$ cat src/include/mcd_defines.vh
// Constants for the multiplexed channel controller
`ifndef MCD_DEFINES_VH
`define MCD_DEFINES_VH

// ********************************
// Timing
// ********************************
`define MCD_CLK_NS 20
`define MCD_CYC_NS 1700
`define MCD_CYC_CLKS ((`MCD_CYC_NS + `MCD_CLK_NS - 1) / `MCD_CLK_NS)
`define MCD_EOR_NS 1000
`define MCD_EOR_CLKS ((`MCD_EOR_NS + `MCD_CLK_NS - 1) / `MCD_CLK_NS)
`define MCD_T1_CLKS 21
`define MCD_T3_CLKS 63

// ********************************
// Register map
// ********************************
`define MCD_CTRL_OFS 8'h00
`define MCD_STAT_OFS 8'h04
`define MCD_BASE_OFS 8'h08
`define MCD_CTRL_RST 32'h0000_ff01
`define MCD_BASE_RST 14'h0020
`define MCD_CTRL_EN_BIT 0
`define MCD_CTRL_MASK_LO 8

// ********************************
// Channel start word layout
// ********************************
`define MCD_WORD_BLK_BIT 15
`define MCD_WORD_DIR_BIT 14
`define MCD_ADDR_W 14
`define MCD_DATA_W 16

`endif

$ cat src/rtl/mcd_sync2.v
// Two flip-flop synchroniser for a vector of pin inputs
`timescale 1ns/1ps
module mcd_sync2 #(
  parameter W = 8
) (
  // Clock and reset
  input wire ref_clk_i,
  input wire rst_i,
  // Pins and synchronised levels
  input wire [W-1:0] async_i,
  output wire [W-1:0] sync_o
);
  reg [W-1:0] meta_ff;
  reg [W-1:0] sync_ff;

  always @(posedge ref_clk_i) begin
    if (rst_i) begin
      meta_ff <= {W{1'b0}};
      sync_ff <= {W{1'b0}};
    end else begin
      meta_ff <= async_i;
      sync_ff <= meta_ff;
    end
  end

  assign sync_o = sync_ff;
endmodule // mcd_sync2

$ cat src/rtl/mcd_apb_regs.v
// APB register slave of the multiplexed channel controller
`timescale 1ns/1ps
`include "mcd_defines.vh"
module mcd_apb_regs (
  // Clock and reset
  input wire ref_clk_i,
  input wire rst_i,
  // APB slave
  input wire psel_i,
  input wire penable_i,
  input wire pwrite_i,
  input wire [7:0] paddr_i,
  input wire [31:0] pwdata_i,
  output reg [31:0] prdata_o,
  output wire pready_o,
  output wire pslverr_o,
  // Block side
  input wire [15:0] status_i,
  output wire ctrl_en_o,
  output wire [7:0] chan_mask_o,
  output wire [13:0] tbl_base_o
);
  reg [31:0] ctrl_ff;
  reg [13:0] base_ff;
  reg err_ff;
  wire setup;
  wire hit;

  assign setup = psel_i & ~penable_i;
  assign hit = (paddr_i == `MCD_CTRL_OFS) | (paddr_i == `MCD_STAT_OFS) | (paddr_i == `MCD_BASE_OFS);
  assign pready_o = 1'b1;
  assign pslverr_o = err_ff & psel_i & penable_i;
  assign ctrl_en_o = ctrl_ff[`MCD_CTRL_EN_BIT];
  assign chan_mask_o = ctrl_ff[`MCD_CTRL_MASK_LO+7:`MCD_CTRL_MASK_LO];
  assign tbl_base_o = base_ff;

  always @(posedge ref_clk_i) begin
    if (rst_i) begin
      ctrl_ff <= `MCD_CTRL_RST;
      base_ff <= `MCD_BASE_RST;
      prdata_o <= 32'h0000_0000;
      err_ff <= 1'b0;
    end else begin
      if (setup) begin
        err_ff <= ~hit;
        case (paddr_i)
          `MCD_CTRL_OFS: prdata_o <= ctrl_ff;
          `MCD_STAT_OFS: prdata_o <= {16'h0000, status_i};
          `MCD_BASE_OFS: prdata_o <= {18'h0_0000, base_ff};
          default: prdata_o <= 32'h0000_0000;
        endcase
      end
      if (psel_i & penable_i & pwrite_i) begin
        if (paddr_i == `MCD_CTRL_OFS) begin
          ctrl_ff <= {16'h0000, pwdata_i[15:8], 7'h00, pwdata_i[0]};
        end
        if (paddr_i == `MCD_BASE_OFS) begin
          base_ff <= pwdata_i[13:0];
        end
      end
    end
  end
endmodule // mcd_apb_regs

$ cat src/rtl/mcd_channel_ctrl.v
// Multiplexed channel controller: sync, priority, four-cycle transfer
//
// Functional notes
// - On a channel request, halt program at instruction end and hold processor.
// - While holding, own memory and processor datapath for data and pointers.
// - Transfer is four 1.7 us cycles: update, end fetch, transfer, compare-sync.
// - Program counter and accumulator untouched; resume fetch unless new request.
// - Channel mode bits come from the stored start address word.
// - Time-sharing releases after empty sync; block mode repeats sync cycles.
// - Block mode lasts until end of range or device stop; stop releases.
// - A sync cycle runs with every processor cycle, sampling all requests.
// - Among active requests the highest priority channel is selected.
// - Accept only in last instruction cycle; otherwise drop and re-evaluate.
// - On acceptance force channel location into memory address register.
// - Update cycle asserts channel address select and increments start address.
// - End fetch reads end address; transfer cycle moves one word on bus.
// - Compare-sync reruns priority, compares addresses, pulses end of range.
// - After compare-sync, return to interrupted fetch, then passive sync.
// - End of range: select held one more microsecond, no request, release.
//
// The implementer's own choices: the placing of the registers and the APB register port.
`timescale 1ns/1ps
`include "mcd_defines.vh"
module mcd_channel_ctrl (
  // Clock and reset
  input wire ref_clk_i,
  input wire rst_i,
  // APB slave
  input wire psel_i,
  input wire penable_i,
  input wire pwrite_i,
  input wire [7:0] paddr_i,
  input wire [31:0] pwdata_i,
  output wire [31:0] prdata_o,
  output wire pready_o,
  output wire pslverr_o,
  // Processor timing and hold
  input wire cyc_start_i,
  input wire last_cycle_i,
  output reg hold_o,
  output reg mar_force_o,
  output reg [13:0] mar_addr_o,
  // Memory port
  output reg mem_req_o,
  output reg mem_we_o,
  output reg [13:0] mem_addr_o,
  output reg [15:0] mem_wdata_o,
  input wire [15:0] mem_rdata_i,
  input wire mem_ack_i,
  // Device channel lines
  input wire [7:0] channel_request_i,
  input wire [7:0] device_stop_line_i,
  output reg [7:0] channel_address_select_o,
  output reg end_of_range_pulse_o,
  // Standard I/O bus
  input wire [15:0] in_bus_i,
  output reg [15:0] out_bus_o,
  output reg out_strobe_o,
  output reg ready_reset_o
);

  // ********************************
  // States and constants
  // ********************************
  localparam [2:0] ST_IDLE = 3'd0;
  localparam [2:0] ST_FETCH = 3'd1;
  localparam [2:0] ST_UPD = 3'd2;
  localparam [2:0] ST_END = 3'd3;
  localparam [2:0] ST_XFER = 3'd4;
  localparam [2:0] ST_CMP = 3'd5;
  localparam [2:0] ST_EOR = 3'd6;
  localparam [2:0] ST_BLK = 3'd7;
  localparam integer CYC_LAST_I = `MCD_CYC_CLKS - 1;
  localparam integer EOR_LAST_I = `MCD_EOR_CLKS - 1;
  localparam integer T3_CNT_I = `MCD_T3_CLKS;
  localparam integer T3_NEXT_I = `MCD_T3_CLKS + 1;
  localparam [6:0] CYC_LAST = CYC_LAST_I[6:0];
  localparam [6:0] EOR_LAST = EOR_LAST_I[6:0];
  localparam [6:0] T3_CNT = T3_CNT_I[6:0];
  localparam [6:0] T3_NEXT = T3_NEXT_I[6:0];

  // ********************************
  // Functions
  // ********************************
  function [3:0] prio_pick;
    input [7:0] req;
    integer i;
    begin
      prio_pick = 4'h0;
      for (i = 7; i >= 0; i = i - 1) begin
        if (req[i]) begin
          prio_pick = {1'b1, i[2:0]};
        end
      end
    end
  endfunction

  function [7:0] one_hot;
    input [2:0] idx;
    begin
      one_hot = 8'h01 << idx;
    end
  endfunction

  function [13:0] tbl_addr;
    input [13:0] base;
    input [2:0] idx;
    input odd;
    begin
      tbl_addr = base + {10'h000, idx, odd};
    end
  endfunction

  // ********************************
  // Registers and wires
  // ********************************
  reg [2:0] st_ff, nxt_st;
  reg [6:0] cnt_ff, nxt_cnt;
  reg [2:0] ch_ff, nxt_ch;
  reg [13:0] ptr_ff, nxt_ptr;
  reg [13:0] end_ff, nxt_end;
  reg [15:0] data_ff, nxt_data;
  reg blkw_ff, nxt_blkw;
  reg dir_ff, nxt_dir;
  reg ackd_ff, nxt_ackd;
  reg [7:0] blk_ff, nxt_blk;
  reg guard_ff, nxt_guard;
  reg nxt_hold, nxt_mar_force, nxt_mem_req, nxt_mem_we;
  reg [13:0] nxt_mar_addr, nxt_mem_addr;
  reg [15:0] nxt_mem_wdata, nxt_out_bus;
  reg [7:0] nxt_sel;
  reg nxt_eor, nxt_strobe, nxt_rrl;
  reg [3:0] pick;
  reg cyc_end;
  wire [7:0] req_s;
  wire [7:0] stop_s;
  wire [15:0] in_s;
  wire ctrl_en;
  wire [7:0] chan_mask;
  wire [13:0] tbl_base;
  wire [7:0] req_eff;

  // ********************************
  // Pin synchronisers and registers
  // ********************************
  mcd_sync2 #(.W(8)) u_req_sync (
    .ref_clk_i(ref_clk_i),
    .rst_i(rst_i),
    .async_i(channel_request_i),
    .sync_o(req_s)
  );

  mcd_sync2 #(.W(8)) u_stop_sync (
    .ref_clk_i(ref_clk_i),
    .rst_i(rst_i),
    .async_i(device_stop_line_i),
    .sync_o(stop_s)
  );

  mcd_sync2 #(.W(16)) u_in_sync (
    .ref_clk_i(ref_clk_i),
    .rst_i(rst_i),
    .async_i(in_bus_i),
    .sync_o(in_s)
  );

  mcd_apb_regs u_regs (
    .ref_clk_i(ref_clk_i),
    .rst_i(rst_i),
    .psel_i(psel_i),
    .penable_i(penable_i),
    .pwrite_i(pwrite_i),
    .paddr_i(paddr_i),
    .pwdata_i(pwdata_i),
    .prdata_o(prdata_o),
    .pready_o(pready_o),
    .pslverr_o(pslverr_o),
    .status_i({blk_ff, hold_o, st_ff, guard_ff, ch_ff}),
    .ctrl_en_o(ctrl_en),
    .chan_mask_o(chan_mask),
    .tbl_base_o(tbl_base)
  );

  assign req_eff = req_s & chan_mask & {8{ctrl_en}};

  // ********************************
  // Sequencer
  // ********************************
  always @* begin
    nxt_st = st_ff;
    nxt_cnt = cnt_ff;
    nxt_ch = ch_ff;
    nxt_ptr = ptr_ff;
    nxt_end = end_ff;
    nxt_data = data_ff;
    nxt_blkw = blkw_ff;
    nxt_dir = dir_ff;
    nxt_ackd = ackd_ff | mem_ack_i;
    nxt_blk = blk_ff & ~stop_s;
    nxt_guard = guard_ff;
    nxt_hold = hold_o;
    nxt_mar_force = 1'b0;
    nxt_mar_addr = mar_addr_o;
    nxt_mem_req = 1'b0;
    nxt_mem_we = mem_we_o;
    nxt_mem_addr = mem_addr_o;
    nxt_mem_wdata = mem_wdata_o;
    nxt_out_bus = out_bus_o;
    nxt_sel = channel_address_select_o;
    nxt_eor = 1'b0;
    nxt_strobe = 1'b0;
    nxt_rrl = 1'b0;
    pick = prio_pick(req_eff);
    cyc_end = (cnt_ff == CYC_LAST) && ackd_ff;
    if (st_ff != ST_IDLE && st_ff != ST_FETCH && st_ff != ST_EOR && cnt_ff != CYC_LAST) begin
      nxt_cnt = cnt_ff + 7'd1;
    end
    case (st_ff)
      ST_IDLE: begin
        if (cyc_start_i) begin
          if (pick[3] && last_cycle_i && !guard_ff) begin
            nxt_ch = pick[2:0];
            nxt_hold = 1'b1;
            nxt_mar_force = 1'b1;
            nxt_mar_addr = tbl_addr(tbl_base, pick[2:0], 1'b0);
            nxt_st = ST_FETCH;
          end else if (last_cycle_i) begin
            nxt_guard = 1'b0;
          end
        end
      end
      ST_FETCH: begin
        if (mem_ack_i) begin
          nxt_ptr = mem_rdata_i[13:0] + 14'h0001;
          nxt_blkw = mem_rdata_i[`MCD_WORD_BLK_BIT];
          nxt_dir = mem_rdata_i[`MCD_WORD_DIR_BIT];
          if (mem_rdata_i[`MCD_WORD_BLK_BIT]) begin
            nxt_blk = nxt_blk | one_hot(ch_ff);
          end
          nxt_sel = one_hot(ch_ff);
          nxt_st = ST_UPD;
          nxt_cnt = 7'd0;
          nxt_ackd = 1'b0;
        end
      end
      ST_UPD: begin
        if (cnt_ff == 7'd0) begin
          nxt_mem_req = 1'b1;
          nxt_mem_we = 1'b1;
          nxt_mem_addr = tbl_addr(tbl_base, ch_ff, 1'b0);
          nxt_mem_wdata = {blkw_ff, dir_ff, ptr_ff};
        end
        if (cyc_end) begin
          nxt_st = ST_END;
          nxt_cnt = 7'd0;
          nxt_ackd = 1'b0;
        end
      end
      ST_END: begin
        if (cnt_ff == 7'd0) begin
          nxt_mem_req = 1'b1;
          nxt_mem_we = 1'b0;
          nxt_mem_addr = tbl_addr(tbl_base, ch_ff, 1'b1);
        end
        if (mem_ack_i && !ackd_ff) begin
          nxt_end = mem_rdata_i[13:0];
        end
        if (cyc_end) begin
          nxt_st = ST_XFER;
          nxt_cnt = 7'd0;
          nxt_ackd = 1'b0;
        end
      end
      ST_XFER: begin
        if (dir_ff) begin
          if (cnt_ff == 7'd0) begin
            nxt_mem_req = 1'b1;
            nxt_mem_we = 1'b0;
            nxt_mem_addr = ptr_ff;
          end
          if (mem_ack_i && !ackd_ff) begin
            nxt_out_bus = mem_rdata_i;
          end
          if (cnt_ff == T3_CNT) begin
            nxt_strobe = 1'b1;
            nxt_rrl = 1'b1;
          end
        end else begin
          if (cnt_ff == T3_CNT) begin
            nxt_data = in_s;
            nxt_rrl = 1'b1;
          end
          if (cnt_ff == T3_NEXT) begin
            nxt_mem_req = 1'b1;
            nxt_mem_we = 1'b1;
            nxt_mem_addr = ptr_ff;
            nxt_mem_wdata = data_ff;
          end
        end
        if (cyc_end) begin
          nxt_st = ST_CMP;
          nxt_cnt = 7'd0;
          nxt_ackd = 1'b1;
          nxt_out_bus = 16'h0000;
        end
      end
      ST_CMP: begin
        if (cyc_end) begin
          nxt_cnt = 7'd0;
          pick = prio_pick(req_eff & ~one_hot(ch_ff));
          if (ptr_ff == end_ff) begin
            nxt_blk = nxt_blk & ~one_hot(ch_ff);
            nxt_eor = 1'b1;
            nxt_guard = 1'b1;
            nxt_st = ST_EOR;
          end else if (pick[3]) begin
            nxt_ch = pick[2:0];
            nxt_sel = 8'h00;
            nxt_mar_force = 1'b1;
            nxt_mar_addr = tbl_addr(tbl_base, pick[2:0], 1'b0);
            nxt_st = ST_FETCH;
          end else if (|nxt_blk) begin
            nxt_sel = 8'h00;
            nxt_st = ST_BLK;
          end else begin
            nxt_sel = 8'h00;
            nxt_hold = 1'b0;
            nxt_st = ST_IDLE;
          end
        end
      end
      ST_EOR: begin
        nxt_eor = 1'b1;
        nxt_cnt = cnt_ff + 7'd1;
        if (cnt_ff == EOR_LAST) begin
          nxt_eor = 1'b0;
          nxt_sel = 8'h00;
          nxt_hold = 1'b0;
          nxt_cnt = 7'd0;
          nxt_st = ST_IDLE;
        end
      end
      ST_BLK: begin
        if (cyc_end) begin
          nxt_cnt = 7'd0;
          if (pick[3]) begin
            nxt_ch = pick[2:0];
            nxt_mar_force = 1'b1;
            nxt_mar_addr = tbl_addr(tbl_base, pick[2:0], 1'b0);
            nxt_st = ST_FETCH;
          end else if (nxt_blk == 8'h00) begin
            nxt_hold = 1'b0;
            nxt_st = ST_IDLE;
          end
        end else if (nxt_blk == 8'h00) begin
          nxt_hold = 1'b0;
          nxt_cnt = 7'd0;
          nxt_st = ST_IDLE;
        end
      end
      default: begin
        nxt_st = ST_IDLE;
        nxt_hold = 1'b0;
      end
    endcase
  end

  // ********************************
  // State registers
  // ********************************
  always @(posedge ref_clk_i) begin
    if (rst_i) begin
      st_ff <= ST_IDLE;
      cnt_ff <= 7'd0;
      ch_ff <= 3'd0;
      ptr_ff <= 14'h0000;
      end_ff <= 14'h0000;
      data_ff <= 16'h0000;
      blkw_ff <= 1'b0;
      dir_ff <= 1'b0;
      ackd_ff <= 1'b0;
      blk_ff <= 8'h00;
      guard_ff <= 1'b0;
      hold_o <= 1'b0;
      mar_force_o <= 1'b0;
      mar_addr_o <= 14'h0000;
      mem_req_o <= 1'b0;
      mem_we_o <= 1'b0;
      mem_addr_o <= 14'h0000;
      mem_wdata_o <= 16'h0000;
      out_bus_o <= 16'h0000;
      channel_address_select_o <= 8'h00;
      end_of_range_pulse_o <= 1'b0;
      out_strobe_o <= 1'b0;
      ready_reset_o <= 1'b0;
    end else begin
      st_ff <= nxt_st;
      cnt_ff <= nxt_cnt;
      ch_ff <= nxt_ch;
      ptr_ff <= nxt_ptr;
      end_ff <= nxt_end;
      data_ff <= nxt_data;
      blkw_ff <= nxt_blkw;
      dir_ff <= nxt_dir;
      ackd_ff <= nxt_ackd;
      blk_ff <= nxt_blk;
      guard_ff <= nxt_guard;
      hold_o <= nxt_hold;
      mar_force_o <= nxt_mar_force;
      mar_addr_o <= nxt_mar_addr;
      mem_req_o <= nxt_mem_req;
      mem_we_o <= nxt_mem_we;
      mem_addr_o <= nxt_mem_addr;
      mem_wdata_o <= nxt_mem_wdata;
      out_bus_o <= nxt_out_bus;
      channel_address_select_o <= nxt_sel;
      end_of_range_pulse_o <= nxt_eor;
      out_strobe_o <= nxt_strobe;
      ready_reset_o <= nxt_rrl;
    end
  end
endmodule // mcd_channel_ctrl

$ cat config.mk
export PLATFORM = sky130hd
export DESIGN_NAME = mcd_channel_ctrl
export DESIGN_NICKNAME = d
export VERILOG_FILES = /design/src/rtl/mcd_sync2.v /design/src/rtl/mcd_apb_regs.v /design/src/rtl/mcd_channel_ctrl.v
export VERILOG_INCLUDE_DIRS = /design/src /design/src/include
export SDC_FILE = /design/constraint.sdc
export NUM_CORES = 1
export LEC_CHECK = 0
export ABC_AREA = 0
export BUFFER_PORTS_ARGS = -buffer_cell sky130_fd_sc_hd__clkbuf_2
export CAP_MARGIN = 10
export CORE_ASPECT_RATIO = 1.2
export CORE_UTILIZATION = 39
export DETAILED_ROUTE_END_ITERATION = 8
export SLEW_MARGIN = 15
export SYNTH_ARGS = -nofsm -noshare
export SYNTH_HDL_FRONTEND = slang
export SYNTH_SLANG_ARGS = --single-unit
export TNS_END_PERCENT = 20
$ cat constraint.sdc
create_clock -name ref_clk_i -period 3.55 [get_ports ref_clk_i]
set_input_delay 0.8875 -clock ref_clk_i [delete_from_list [all_inputs] [get_ports ref_clk_i]]
set_output_delay 0.8875 -clock ref_clk_i [all_outputs]
set_load 0.1 [all_outputs]
; ---- Word-level counts from Yosys, hierarchy flattened
; Index checks and enable logic that the tools add are counted.
[classes]
add_sub_neg = 6
eq_ne = 41
shifts = 1
mux = 123
n_bitwise = 20
reduce_logical = 41
[op_table]
columns = operator, n
row1 = $mux W14, 12
row2 = $mux W16, 6
row3 = $pmux W14 S3, 2
row4 = $mux W4, 18
row5 = $mux W8, 8
row6 = $mux W3, 21
row7 = $add A14 B4 Y14, 4
row8 = $pmux W16 S3, 1
row9 = $mux W7, 6
row10 = $ne A2 B2 Y1 const B, 21
row11 = $and A8 B8 Y8, 5
row12 = $mux W1, 36
row13 = $pmux W16 S2, 1
row14 = $pmux W7 S4, 1
row15 = $pmux W3 S8, 1
row16 = $pmux W8 S3, 1
row17 = $logic_not A8 Y1, 2
row18 = $not A8 Y8, 2
row19 = $pmux W8 S2, 1
row20 = $reduce_and A8 Y1, 2
row21 = $add A14 B1 Y14 const B, 1
row22 = $eq A14 B14 Y1, 1
row23 = $eq A7 B6 Y1 const B, 2
row24 = $eq A7 B7 Y1 const B, 2
row25 = 35 further kinds, 75
[word_totals]
reg_bits = 264
inputBits = 96
output_inout_bits = 109
wordCells = 265

; ---- Logic depth before layout (Yosys ltp)
; Gate-level depths: netlist (run 1).
[logic_depth]
depth_word = 18
ltp_mapped = 14
depth_no_buf = 12

; ---- By module
; From an unflattened synthesis (run 1), not the netlist that was laid out.
[hier_totals]
hier_cells = 1290
hier_area_um2 = 11353.4
[modules_own_cells]
columns = module, instances, cells_each, area_per_inst_um2, seq_area_each_um2
row1 = mcd_channel_ctrl, 1, 921, 7463.4, 2882.8
row2 = mcd_apb_regs, 1, 236, 2098.3, 800.8
row3 = mcd_sync2 (u_req_sync ...), 2, 33, 464.2, 320.3
row4 = mcd_sync2 (u_in_sync), 1, 67, 863.3, 640.6

; ---- Worst setup path before layout (run 1)
; OpenSTA, ideal clock, no wires.
[synth_path]
path_kind = register to register
startpoint = reg st_ff[2]
endpoint = reg mar_addr_o[11]
setup_time_ns = 0.091
arrival_time_ns = 2.994
required_ns = 3.459
path_slack_ns = 0.465
stages_incl_launch_ff = 14
path_buffers = 2
period_less_slack_ns = 3.085
path_cell_list = dfxtp_1 > clkbuf_1 > and3b_1 > clkbuf_1 > a21oi_1 > a311o_1 > o221ai_1 > ha_1 > inv_1 > fa_1 > nor2b_1 > o21ai_0 > or3_1 > a311oi_1
[synth_via]
elab_chain_cells = 3
word_cells_on_any_way = 13
classes_between = eq/ne (9) / mux (1) / reduce/logical (3)
[synth_lines]
columns = item, line
row1 = from (decl), mcd_channel_ctrl.v:117  ; reg [2:0] st_ff, nxt_st;
row2 = from (signal assigned), mcd_channel_ctrl.v:397  ; st_ff <= nxt_st;
row3 = $eq A3 B3 Y1 or $logic_not A3 Y1 (tied branches), -
row4 = $ne A2 B2 Y1 (no line) or $reduce_bool A3 Y1 (tied branches), -
row5 = $reduce_and A8 Y1 (no line), -
row6 = to (signal assigned), mcd_channel_ctrl.v:410  ; mar_addr_o <= nxt_mar_addr;
row7 = to (decl), mcd_channel_ctrl.v:42  ; output reg [13:0] mar_addr_o,
; Several ways; a longest one is shown, not always the timed one.
; A chain may end at the register's enable or synchronous reset.

; ---- Final worst setup path (run 1)
[layout_path]
startpoint = reg ch_ff[0]
endpoint = reg mar_addr_o[13]
[layout_via]
elab_chain_cells = 18
word_cells_on_any_way = 20
classes_between = add/sub (1) / eq/ne (1) / shift (1) / mux (14) / bitwise (2) / reduce/logical (1)
[layout_lines]
columns = item, line
row1 = from (decl), mcd_channel_ctrl.v:119  ; reg [2:0] ch_ff, nxt_ch;
row2 = from (signal assigned), mcd_channel_ctrl.v:399  ; ch_ff <= nxt_ch;
row3 = $shl A1 B3 Y8 *, mcd_channel_ctrl.v:101  ; one_hot = 8'h01 << idx;
row4 = $not A8 Y8 *, mcd_channel_ctrl.v:310  ; pick = prio_pick(req_eff & ~one_hot(ch_ff));
row5 = $and A8 B8 Y8 *, mcd_channel_ctrl.v:310
row6 = $mux W4 (7 in a row), mcd_channel_ctrl.v:91  ; if (req[i]) begin
row7 = $mux W4 *, mcd_channel_ctrl.v:91
row8 = $mux W4 *, mcd_channel_ctrl.v:308  ; if (cyc_end) begin
row9 = $mux W4 *, mcd_channel_ctrl.v:218  ; case (st_ff)
row10 = $add A14 B4 Y14, mcd_channel_ctrl.v:110  ; tbl_addr = base + {10'h000, idx, odd};
row11 = $mux W14, mcd_channel_ctrl.v:316  ; end else if (pick[3]) begin
row12 = $mux W14, mcd_channel_ctrl.v:311  ; if (ptr_ff == end_ff) begin
row13 = $mux W14, mcd_channel_ctrl.v:308
row14 = $pmux W14 S3, mcd_channel_ctrl.v:218
; Every way passes the cells marked *; elsewhere a longest branch is shown, timed or not. The select of a mux whose other input is x is not followed.

==> impl_metrics.py, run 1 <==
metrics = {
    "timing": {
        "slew_headroom": 0.4614,
        "setup_viol": 0,
        "rsz0062_at_grt": "false",
        "post-route-period-util": 0.9381,
        "max_freq_mhz": 300.3,
        "setup_tns_ns": 0,
        "slew_viol_final": 0,
        "fin_skew_ns": 0.007763,
        "finalCriticalPeriod_ns": 3.330,
        "timing.final.hold_violations": 0,
        "worst_pin_slew_ns": 0.8005,
    },
    "final_layout": {
        "final_cell_mix": "dfxtp_1, clkbuf_2, nor2_1, nand2_1, nor2b_1",
        "drive_above_1_share": 0.1931,
        "fin_cells": 1820,
        "final_common_cell": "dfxtp_1",
        "area_growth_pct": 18.85,
        "nNetsFinal": 1531,
        "num-fill-cells": 2759,
    },
    "power_and_ir_drop": {
        "power.leakage_uw": 0.005054,
        "ir_drop_mv": 0.4668,
        "pwr_density_cell_nw_per_um2": 621.1,
    },
    "clocking": {
        "cts.sinks": 248,
        "cts_made_buffers": 26,
        "clk_pin_slew_ns": 0.06,
        "h-tree-depth": 1,
        "root_buffer": "clkbuf_16",
        "clock_path_buffers": 3,
        "cts_tree": "yes",
        "clk_latency_ns": 0.53,
        "post_cts.repair.setup_buffers": 0,
    },
    "detailed_routing": {
        "routed_wl_um": 30100,
        "drt-pass1-iter-count": 5,
        "wl_per_cell_um": 16.54,
        "final_antenna_net_count": 0,
        "vias": 9465,
        "drt-initial-drc-count": 487,
        "remaining_drc_errors": 0,
        "viasPerCell": 5.201,
    },
    "global_route": {
        "grt_pass1_wl_um": 48290,
        "gr-total-overflow": 0,
        "grt_max_degree": 129,
        "antenna_found_initial": 2,
        "grt_pass1_vias": 8899,
        "grt_usage": 0.2043,
    },
    "critical_path": {
        "slowest_stage": "dfxtp_1",
        "arrival_ns": 3.76,
        "required_ns": 3.98,
        "cp-start-kind": "flop",
        "max_stage_delay_ns": 0.58,
        "end_kind": "flop",
        "worstPathMaxFanout": 13,
        "path_cells": "and3b_1 -> o2bb2ai_1 -> buf_4 -> nor2_1 -> o32ai_1 -> ha_1 -> nor2b_1 -> o21ai_0 -> buf_4 -> o21ai_0 -> a311oi_1",
        "path_class": "flop to flop",
    },
    "place": {
        "port_buffers": 171,
        "placedCellCount": 1772,
        "routabilityCongestion": 0.8581,
        "hpwl_um": 21940,
    },
    "flow_run": {
        "maxCapViolCount": 0,
    },
    "logic_synthesis": {
        "ys_types": 74,
        "synth_edf_count": 0,
        "async_reset_ff_frac": 0,
        "ys_warn_count": 0,
        "ys_ff_latch": 248,
        "syn_avg_cell_area_um2": 8.796,
        "netlist_area_um2": 11220,
        "synthCells": 1276,
        "yosysSeqAreaShare": 0.4424,
        "synth_ff_type": "dfxtp_1",
    },
    "floorplanning": {
        "row_count": 67,
        "start_util": 0.3996,
        "die_w_um": 156.9,
        "coreArea_um2": 28080,
        "die_h_um": 187.8,
        "ioPinCount": 205,
        "die_area_um2": 29460,
    },
    "status": {
        "status": "complete, no violations",
    },
    "worst_hold_path": {
        "hold_path.class": "flop to flop",
    },
}
## cells in the mapped netlist, types with 31 or more instances
master	n	area share
nor3_1	31	0.014
nor2b_1	86	0.048
nand3_1	31	0.014
mux2i_1	44	0.039
a211oi_1	35	0.023
o21ai_0	45	0.020
clkbuf_1	60	0.020
nor2_1	138	0.046
dfxtp_1	248	0.44
a21oi_1	73	0.033
a22oi_1	37	0.025
nand2_1	123	0.041
## kinds of logic (layout without fill, tap and decap cells)
group / after synthesis / in the layout / synth area share
AO/OA/AOI/OAI: 299 / 299 / 0.1874
XOR/XNOR: 44 / 44 / 0.03434
adder cells (fa/ha/maj): 13 / 13 / 0.01650
buffers and inverters: 115 / 264 / 0.04805
flip-flops: 248 / 248 / 0.4424
multiplexers: 49 / 49 / 0.04426
other: 2 / 18 / 0.0006691
AND/OR/NAND/NOR: 506 / 506 / 0.2264
## where the power goes
group / switching, uW / internal [uW] / leakage [uW]
Combinational: 1670 / 555 / 0.00259
Clock: 1120 / 1760 / 0.000446
Sequential: 183 / 2990 / 0.00202
Total: 2980 / 5300 / 0.00505
## per-stage QoR
step / util / total power, uW / hold WS, ns / setup WS [ns] / instance area [um2]
2_1_floorplan: - / 4950 / 0.4138 / 0.4645 / 11280
5_1_grt: 0.4749 / 8640 / 0.4463 / 0.01052 / 13340
3_3_place_gp: 0.4416 / 5428 / 0.4193 / 0.2505 / 12400
3_5_place_dp: 0.4416 / 5444 / 0.4204 / 0.1749 / 12400
6_report: 0.4750 / 8284 / 0.4347 / 0.2199 / 13340
4_1_cts: 0.4742 / 8342 / 0.4365 / 0.1387 / 13320
## path summary, 6_finish.rpt
path,cells after the start,slack [ns],start,end
worst max-delay path,11,0.22,ch_ff[0]$_SDFFE_PP0P_,mar_addr_o[13]$_SDFFE_PP0P_
worst min-delay path,1,0.43,u_in_sync.meta_ff[8]$_SDFF_PP0_,u_in_sync.sync_o[8]$_SDFF_PP0_
worst max register to register,11,0.22,ch_ff[0]$_SDFFE_PP0P_,mar_addr_o[13]$_SDFFE_PP0P_
worst min register to register,1,0.43,u_in_sync.meta_ff[8]$_SDFF_PP0_,u_in_sync.sync_o[8]$_SDFF_PP0_
## state kept, by name (all words and copies together) (netlist names), 8 cells and up
register / cells
u_req_sync.sync_o: 8
u_regs.ctrl_ff: 9
u_in_sync.sync_o: 16
u_stop_sync.sync_o: 8
end_ff: 14
channel_address_select_o: 8
ptr_ff: 14
u_in_sync.meta_ff: 16
u_regs.prdata_o: 16
out_bus_o: 16
data_ff: 16
u_regs.tbl_base_o: 14
mem_addr_o: 14
mar_addr_o: 14
u_stop_sync.meta_ff: 8
blk_ff: 8
mem_wdata_o: 16
u_req_sync.meta_ff: 8
## final cells by class
type,instances,area [um2],area share
flip-flops and latches,248,4966,0.3723
clock buffers,34,742.0,0.05562
diodes,1,2.502,0.0001876
multi-input cells,928,5811,0.4356
clock inverters,12,172.7,0.01294
inverters,15,56.30,0.004221
well taps,379,474.2,0.03555
repair buffers,203,1115,0.08358
## metal layers
| layer | GRT usage | wire, um | vias up |
|---|---|---|---|
| met5 | 0 | 13 | - |
| met4 | 0.06674 | 857 | 2 |
| met3 | 0.03120 | 1523 | 52 |
| met2 | 0.3308 | 13800 | 243 |
| met1 | 0.2758 | 13910 | 4366 |
| li1 | - | - | 4802 |
## worst max-delay path: cells and delay by family (launching register included)
family | cells | cell delay, ns
adders and majority gates | 1 | 0.37
DFF | 1 | 0.58
AOI/OAI and AO/OA | 5 | 1.46
and+or+nand+nor | 3 | 0.47
buffers and inverters | 2 | 0.36
## what timing repair did
item,4_1_cts,5_1_grt
hold buffers,0,0
setup endpoints to repair,0,4
gates resized for setup,0,3
No activity file was read; power rests on OpenSTA's default activity.
==> run 2, diff against run 1 <==
--- a/config.mk
+++ b/config.mk
@@ -12,4 +12,5 @@
 export CORE_ASPECT_RATIO = 1.2
-export CORE_UTILIZATION = 39
+export CORE_UTILIZATION = 56
 export DETAILED_ROUTE_END_ITERATION = 8
+export PLACE_DENSITY = 0.8
 export SLEW_MARGIN = 15
==> constraint.sdc (replaced) <==
create_clock -name ref_clk_i -period 3.55 [get_ports ref_clk_i]
set_input_delay 0.1775 -clock ref_clk_i [delete_from_list [all_inputs] [get_ports ref_clk_i]]
set_output_delay 0.1775 -clock ref_clk_i [all_outputs]
set_load 0.1 [all_outputs]
==> run 2 against run 1 <==
Against the previous run: largest power group unchanged; combinational power is 2% higher; non-clock buffer count is 56 higher; flip-flop and latch count stayed put; sequential share of layout area is 0.93 points lower; worst setup slack worse by 0.0033 ns; core utilization is 22 points higher; critical endpoint unchanged; clock-buffer cell count is 4 lower; critical path depth stayed put; final cell count is 3.5% lower; clock power is 5% lower; global-route usage is 8.0 points higher.
==> impl_metrics.py, run 2 (synthesized netlist as in run 1, its figures left out) <==
metrics = {
    "status": {
        "status": "complete, no violations",
    },
    "floorplanning": {
        "row_count": 56,
        "start_util": 0.5721,
        "die_area_um2": 20610,
        "die_w_um": 131.2,
        "coreArea_um2": 19620,
        "die_h_um": 157.1,
        "ioPinCount": 205,
    },
    "clocking": {
        "h-tree-depth": 1,
        "cts_made_buffers": 25,
        "cts_tree": "yes",
        "clk_pin_slew_ns": 0.06,
        "cts.sinks": 248,
        "clk_latency_ns": 0.52,
        "root_buffer": "clkbuf_16",
        "clock_path_buffers": 3,
        "post_cts.repair.setup_buffers": 0,
    },
    "place": {
        "dp_slack_ns": 0.1692,
        "placedCellCount": 1651,
        "routabilityCongestion": 0.9002,
        "dpl_cell_area_um2": 12220,
        "port_buffers": 171,
        "hpwl_um": 20670,
    },
    "timing": {
        "worst_slack_ns": 0.2166,
        "slew_viol_final": 0,
        "timing.final.hold_violations": 0,
        "rsz0062_at_grt": "false",
        "finalCriticalPeriod_ns": 3.333,
        "fin_skew_ns": 0.01320,
        "slew_headroom": 0.3446,
        "setup_tns_ns": 0,
        "worst_pin_slew_ns": 0.9831,
        "max_freq_mhz": 300.0,
        "post-route-period-util": 0.9390,
        "setup_viol": 0,
    },
    "power_and_ir_drop": {
        "pwr_density_cell_nw_per_um2": 599.2,
        "power.leakage_uw": 0.005260,
        "ir_drop_mv": 0.5500,
    },
    "global_route": {
        "grt_max_degree": 98,
        "grt_pass1_wl_um": 47600,
        "grt_pass1_vias": 9191,
        "gr-total-overflow": 0,
        "antenna_found_initial": 0,
        "grt_usage": 0.2838,
    },
    "final_layout": {
        "num-fill-cells": 1527,
        "design_area_um2": 13680,
        "final_common_cell": "dfxtp_1",
        "fin_cells": 1757,
        "area_growth_pct": 21.93,
        "drive_above_1_share": 0.1845,
        "final_core_util": 0.6975,
        "nNetsFinal": 1586,
        "final_cell_mix": "dfxtp_1, clkbuf_2, nor2_1, nand2_1, nor2b_1",
        "diodes": 0,
    },
    "critical_path": {
        "required_ns": 3.97,
        "path_buf_inv": 1,
        "slowest_stage": "dfxtp_1",
        "worstPathMaxFanout": 14,
        "cp-start-kind": "flop",
        "path_cells": "nand3_1 -> nand2b_1 -> o221a_2 -> o221ai_1 -> ha_1 -> inv_1 -> fa_1 -> nor2b_1 -> o21ai_0 -> or3_1 -> a311oi_1",
        "critPathTopFamily": "compound AO/OA/AOI/OAI gates",
        "arrival_ns": 3.76,
        "end_kind": "flop",
        "path_class": "flop to flop",
        "max_stage_delay_ns": 0.61,
    },
    "worst_hold_path": {
        "hold_path.class": "input pin to flop",
    },
    "detailed_routing": {
        "wl_per_cell_um": 17.23,
        "final_antenna_net_count": 0,
        "viasPerCell": 5.719,
        "drt-initial-drc-count": 856,
        "routed_wl_um": 30280,
        "vias": 10050,
        "remaining_drc_errors": 0,
        "drt-pass1-iter-count": 5,
    },
    "flow_run": {
        "maxCapViolCount": 0,
    },
}
[run 2: through the flow]
step,hold slack (ns),power [uW]
floorplan,0.2954,4950
global placement,0.3857,5404
detailed placement,0.3894,5430
CTS,0.002911,8192
global route,0.009022,8493
finish,0.02004,8199
[run 2: final timing paths]
check | startpoint | endpoint | slack (ns) | depth (start not counted)
setup reg to reg | u_regs.ctrl_ff[0]$_SDFFE_PP1P_ | mar_addr_o[13]$_SDFFE_PP0P_ | 0.22 | 11
hold / removal | mem_rdata_i[2] | out_bus_o[2]$_SDFFE_PP0P_ | 0.02 | 3
setup / recovery | u_regs.ctrl_ff[0]$_SDFFE_PP1P_ | mar_addr_o[13]$_SDFFE_PP0P_ | 0.22 | 11
hold reg to reg | u_in_sync.meta_ff[4]$_SDFF_PP0_ | u_in_sync.sync_o[4]$_SDFF_PP0_ | 0.43 | 1
[run 2: layout make-up]
class / instances / area [um2] / share of cell area
multi-input combinational: 928 / 5806 / 0.4242
sequential: 248 / 4967 / 0.3630
timing repair buffer: 259 / 1673 / 0.1222
clock buffer: 30 / 684.4 / 0.05001
tap: 261 / 326.6 / 0.02386
clock inverter: 16 / 171.4 / 0.01253
inverter: 15 / 56.30 / 0.004114
[run 2: worst reg2reg max path: stages (launching register included)]
cell and delay (ns):
dfxtp_1 0.61, nand3_1 0.17, nand2b_1 0.21, o221a_2 0.28, o221ai_1 0.23, ha_1 0.22, inv_1 0.06, fa_1 0.40
nor2b_1 0.15, o21ai_0 0.23, or3_1 0.43, a311oi_1 0.26
[run 2: per-layer routing]
| layer | global-route usage | up-vias | wire, um |
|---|---|---|---|
| met5 | 0 | - | 0 |
| met4 | 0.08291 | 0 | 753 |
| met3 | 0.03768 | 64 | 1653 |
| met2 | 0.4792 | 396 | 14550 |
| met1 | 0.3793 | 4694 | 13330 |
| li1 | - | 4895 | - |
[run 2: report_power, final]
part / switching, uW / total (uW) / internal, uW
Combinational: 1690 / 2280 / 595
Clock: 1130 / 2740 / 1600
Sequential: 191 / 3180 / 2990
[run 2: timing repair]
action	in CTS	in global routing
hold endpoints to repair	75	0
hold buffers	60	0
endpoints found under the setup margin	0	3
resized for setup	0	3
==> run 3, diff against run 2 <==
Settings changed: CORE_UTILIZATION 56 to 58, CTS_BUF_LIST set to sky130_fd_sc_hd__clkbuf_2 sky130_fd_sc_hd__clkbuf_4 sky130_fd_sc_hd__clkbuf_8, PLACE_DENSITY 0.8 to 0.83.
==> run 3 against run 2 <==
Against the previous run: worst hold slack better by 0.0098 ns; routed wire length is 1.2% higher; global-route usage is 2.3 points higher; flip-flop and latch count is the same; clock skew increased by 0.019 ns; critical path depth unchanged; critical path type unchanged; highest routed layer unchanged.
==> impl_metrics.py, run 3 (synthesized netlist as in run 1, its figures left out) <==
metrics = {
    "status": {
        "status": "complete, no violations",
    },
    "critical_path": {
        "arrival_ns": 3.70,
        "required_ns": 3.99,
        "path_class": "flop to flop",
        "end_kind": "flop",
        "worstPathMaxFanout": 14,
        "cp-start-kind": "flop",
    },
    "final_layout": {
        "nNetsFinal": 1599,
        "area_growth_pct": 21.77,
        "num-fill-cells": 1405,
        "drive_above_1_share": 0.1953,
        "regArea_um2": 4970,
        "final_common_cell": "dfxtp_1",
        "multi_input_area_um2": 5804,
        "final_cell_mix": "dfxtp_1, clkbuf_2, nor2_1, nand2_1, nor2b_1",
        "diodes": 0,
    },
    "clocking": {
        "clk_latency_ns": 0.54,
        "h-tree-depth": 2,
        "clock_path_buffers": 3,
        "cts.sinks": 248,
        "cts_made_buffers": 38,
        "clk_pin_slew_ns": 0.07,
        "cts_tree": "yes",
        "root_buffer": "clkbuf_8",
    },
    "detailed_routing": {
        "viasPerCell": 5.832,
        "drt-pass1-iter-count": 5,
        "drt-initial-drc-count": 1053,
        "wl_per_cell_um": 17.29,
        "remaining_drc_errors": 0,
        "vias": 10340,
        "final_antenna_net_count": 0,
        "routed_wl_um": 30640,
    },
    "flow_run": {
        "maxCapViolCount": 0,
    },
    "power_and_ir_drop": {
        "pwr_density_cell_nw_per_um2": 588.1,
        "power.leakage_uw": 0.005270,
        "ir_drop_mv": 0.4229,
        "power_uw": 8038,
    },
    "timing": {
        "max_freq_mhz": 306.7,
        "rsz0062_at_grt": "false",
        "timing.final.hold_violations": 0,
        "fin_skew_ns": 0.03176,
        "post-route-period-util": 0.9185,
        "slew_headroom": 0.2976,
        "slew_viol_final": 0,
        "worst_pin_slew_ns": 1.054,
        "setup_viol": 0,
        "finalCriticalPeriod_ns": 3.261,
        "setup_tns_ns": 0,
    },
    "global_route": {
        "antenna_found_initial": 0,
        "grt_pass1_vias": 9551,
        "grt_pass1_wl_um": 48800,
        "grt_max_degree": 104,
        "gr-total-overflow": 0,
        "grt_usage": 0.3066,
    },
    "place": {
        "routabilityCongestion": 0.9328,
        "port_buffers": 171,
        "hpwl_um": 20560,
    },
    "floorplanning": {
        "die_area_um2": 19910,
        "coreArea_um2": 18920,
        "die_w_um": 129.0,
        "row_count": 55,
        "ioPinCount": 205,
        "die_h_um": 154.4,
        "start_util": 0.5931,
    },
    "worst_hold_path": {
        "hold_path.class": "input pin to flop",
    },
}
[run 3: through the flow]
stage               setup WS [ns]  hold WS, ns  area [um2]    util  instances
finish                     0.2895      0.02988       13670  0.7222       1772
global route              0.05665      0.04248       13670  0.7222       1772
CTS                        0.1190     0.003392       13660  0.7217       1772
detailed placement         0.1733       0.3904       12190  0.6442       1643
global placement           0.2556       0.3857       12190  0.6442       1643
floorplan                  0.4645       0.2954       11280       -       1291
[run 3: critical path: stages (launching register included)]
cell,delay [ns]
dfxtp_2,0.48
nand3_1,0.17
nand2b_1,0.21
o221a_2,0.28
o221ai_1,0.30
ha_1,0.24
inv_1,0.06
fa_1,0.40
nor2b_1,0.16
o21ai_0,0.20
or3_1,0.41
a311oi_1,0.27
[run 3: cell type report]
| cell class | count | area share |
|---|---|---|
| Inverter | 15 | 0.004120 |
| Timing Repair Buffer | 259 | 0.1230 |
| Clock inverter | 10 | 0.009796 |
| Clock buffer | 56 | 0.05136 |
| Sequential cell | 248 | 0.3636 |
| Multi-Input combinational cell | 928 | 0.4247 |
| Tap cell | 256 | 0.02344 |
[run 3: where the power goes]
| part | switching [uW] | internal (uW) | total (uW) |
|---|---|---|---|
| Clock | 1090 | 1490 | 2580 |
| Sequential | 187 | 2990 | 3180 |
| Combinational | 1700 | 583 | 2280 |
[run 3: layer usage]
layer	routed length, um	global-route usage	share of wire
met3	1811	0.05050	0.059
met5	0	0	0
met1	13040	0.3921	0.43
met2	14640	0.5058	0.48
met4	1144	0.1367	0.037
[run 3: path summary, 6_finish.rpt]
path	from	to	slack [ns]	cells past startpoint
setup / recovery	u_regs.ctrl_ff[0]$_SDFFE_PP1P_	mar_addr_o[11]$_SDFFE_PP0P_	0.29	11
hold / removal	mem_rdata_i[0]	end_ff[0]$_SDFFE_PP0P_	0.03	3
setup reg to reg	u_regs.ctrl_ff[0]$_SDFFE_PP1P_	mar_addr_o[11]$_SDFFE_PP0P_	0.29	11
hold reg to reg	u_stop_sync.meta_ff[4]$_SDFF_PP0_	u_stop_sync.sync_o[4]$_SDFF_PP0_	0.43	1
[run 3: what timing repair did]
| action | CTS | global route |
|---|---|---|
| hold buffers | 63 | 0 |
| endpoints found under the hold margin | 82 | 0 |
| buffers inserted | 0 | 0 |
| gates resized for setup | 0 | 5 |
| endpoints found under the setup margin | 0 | 4 |
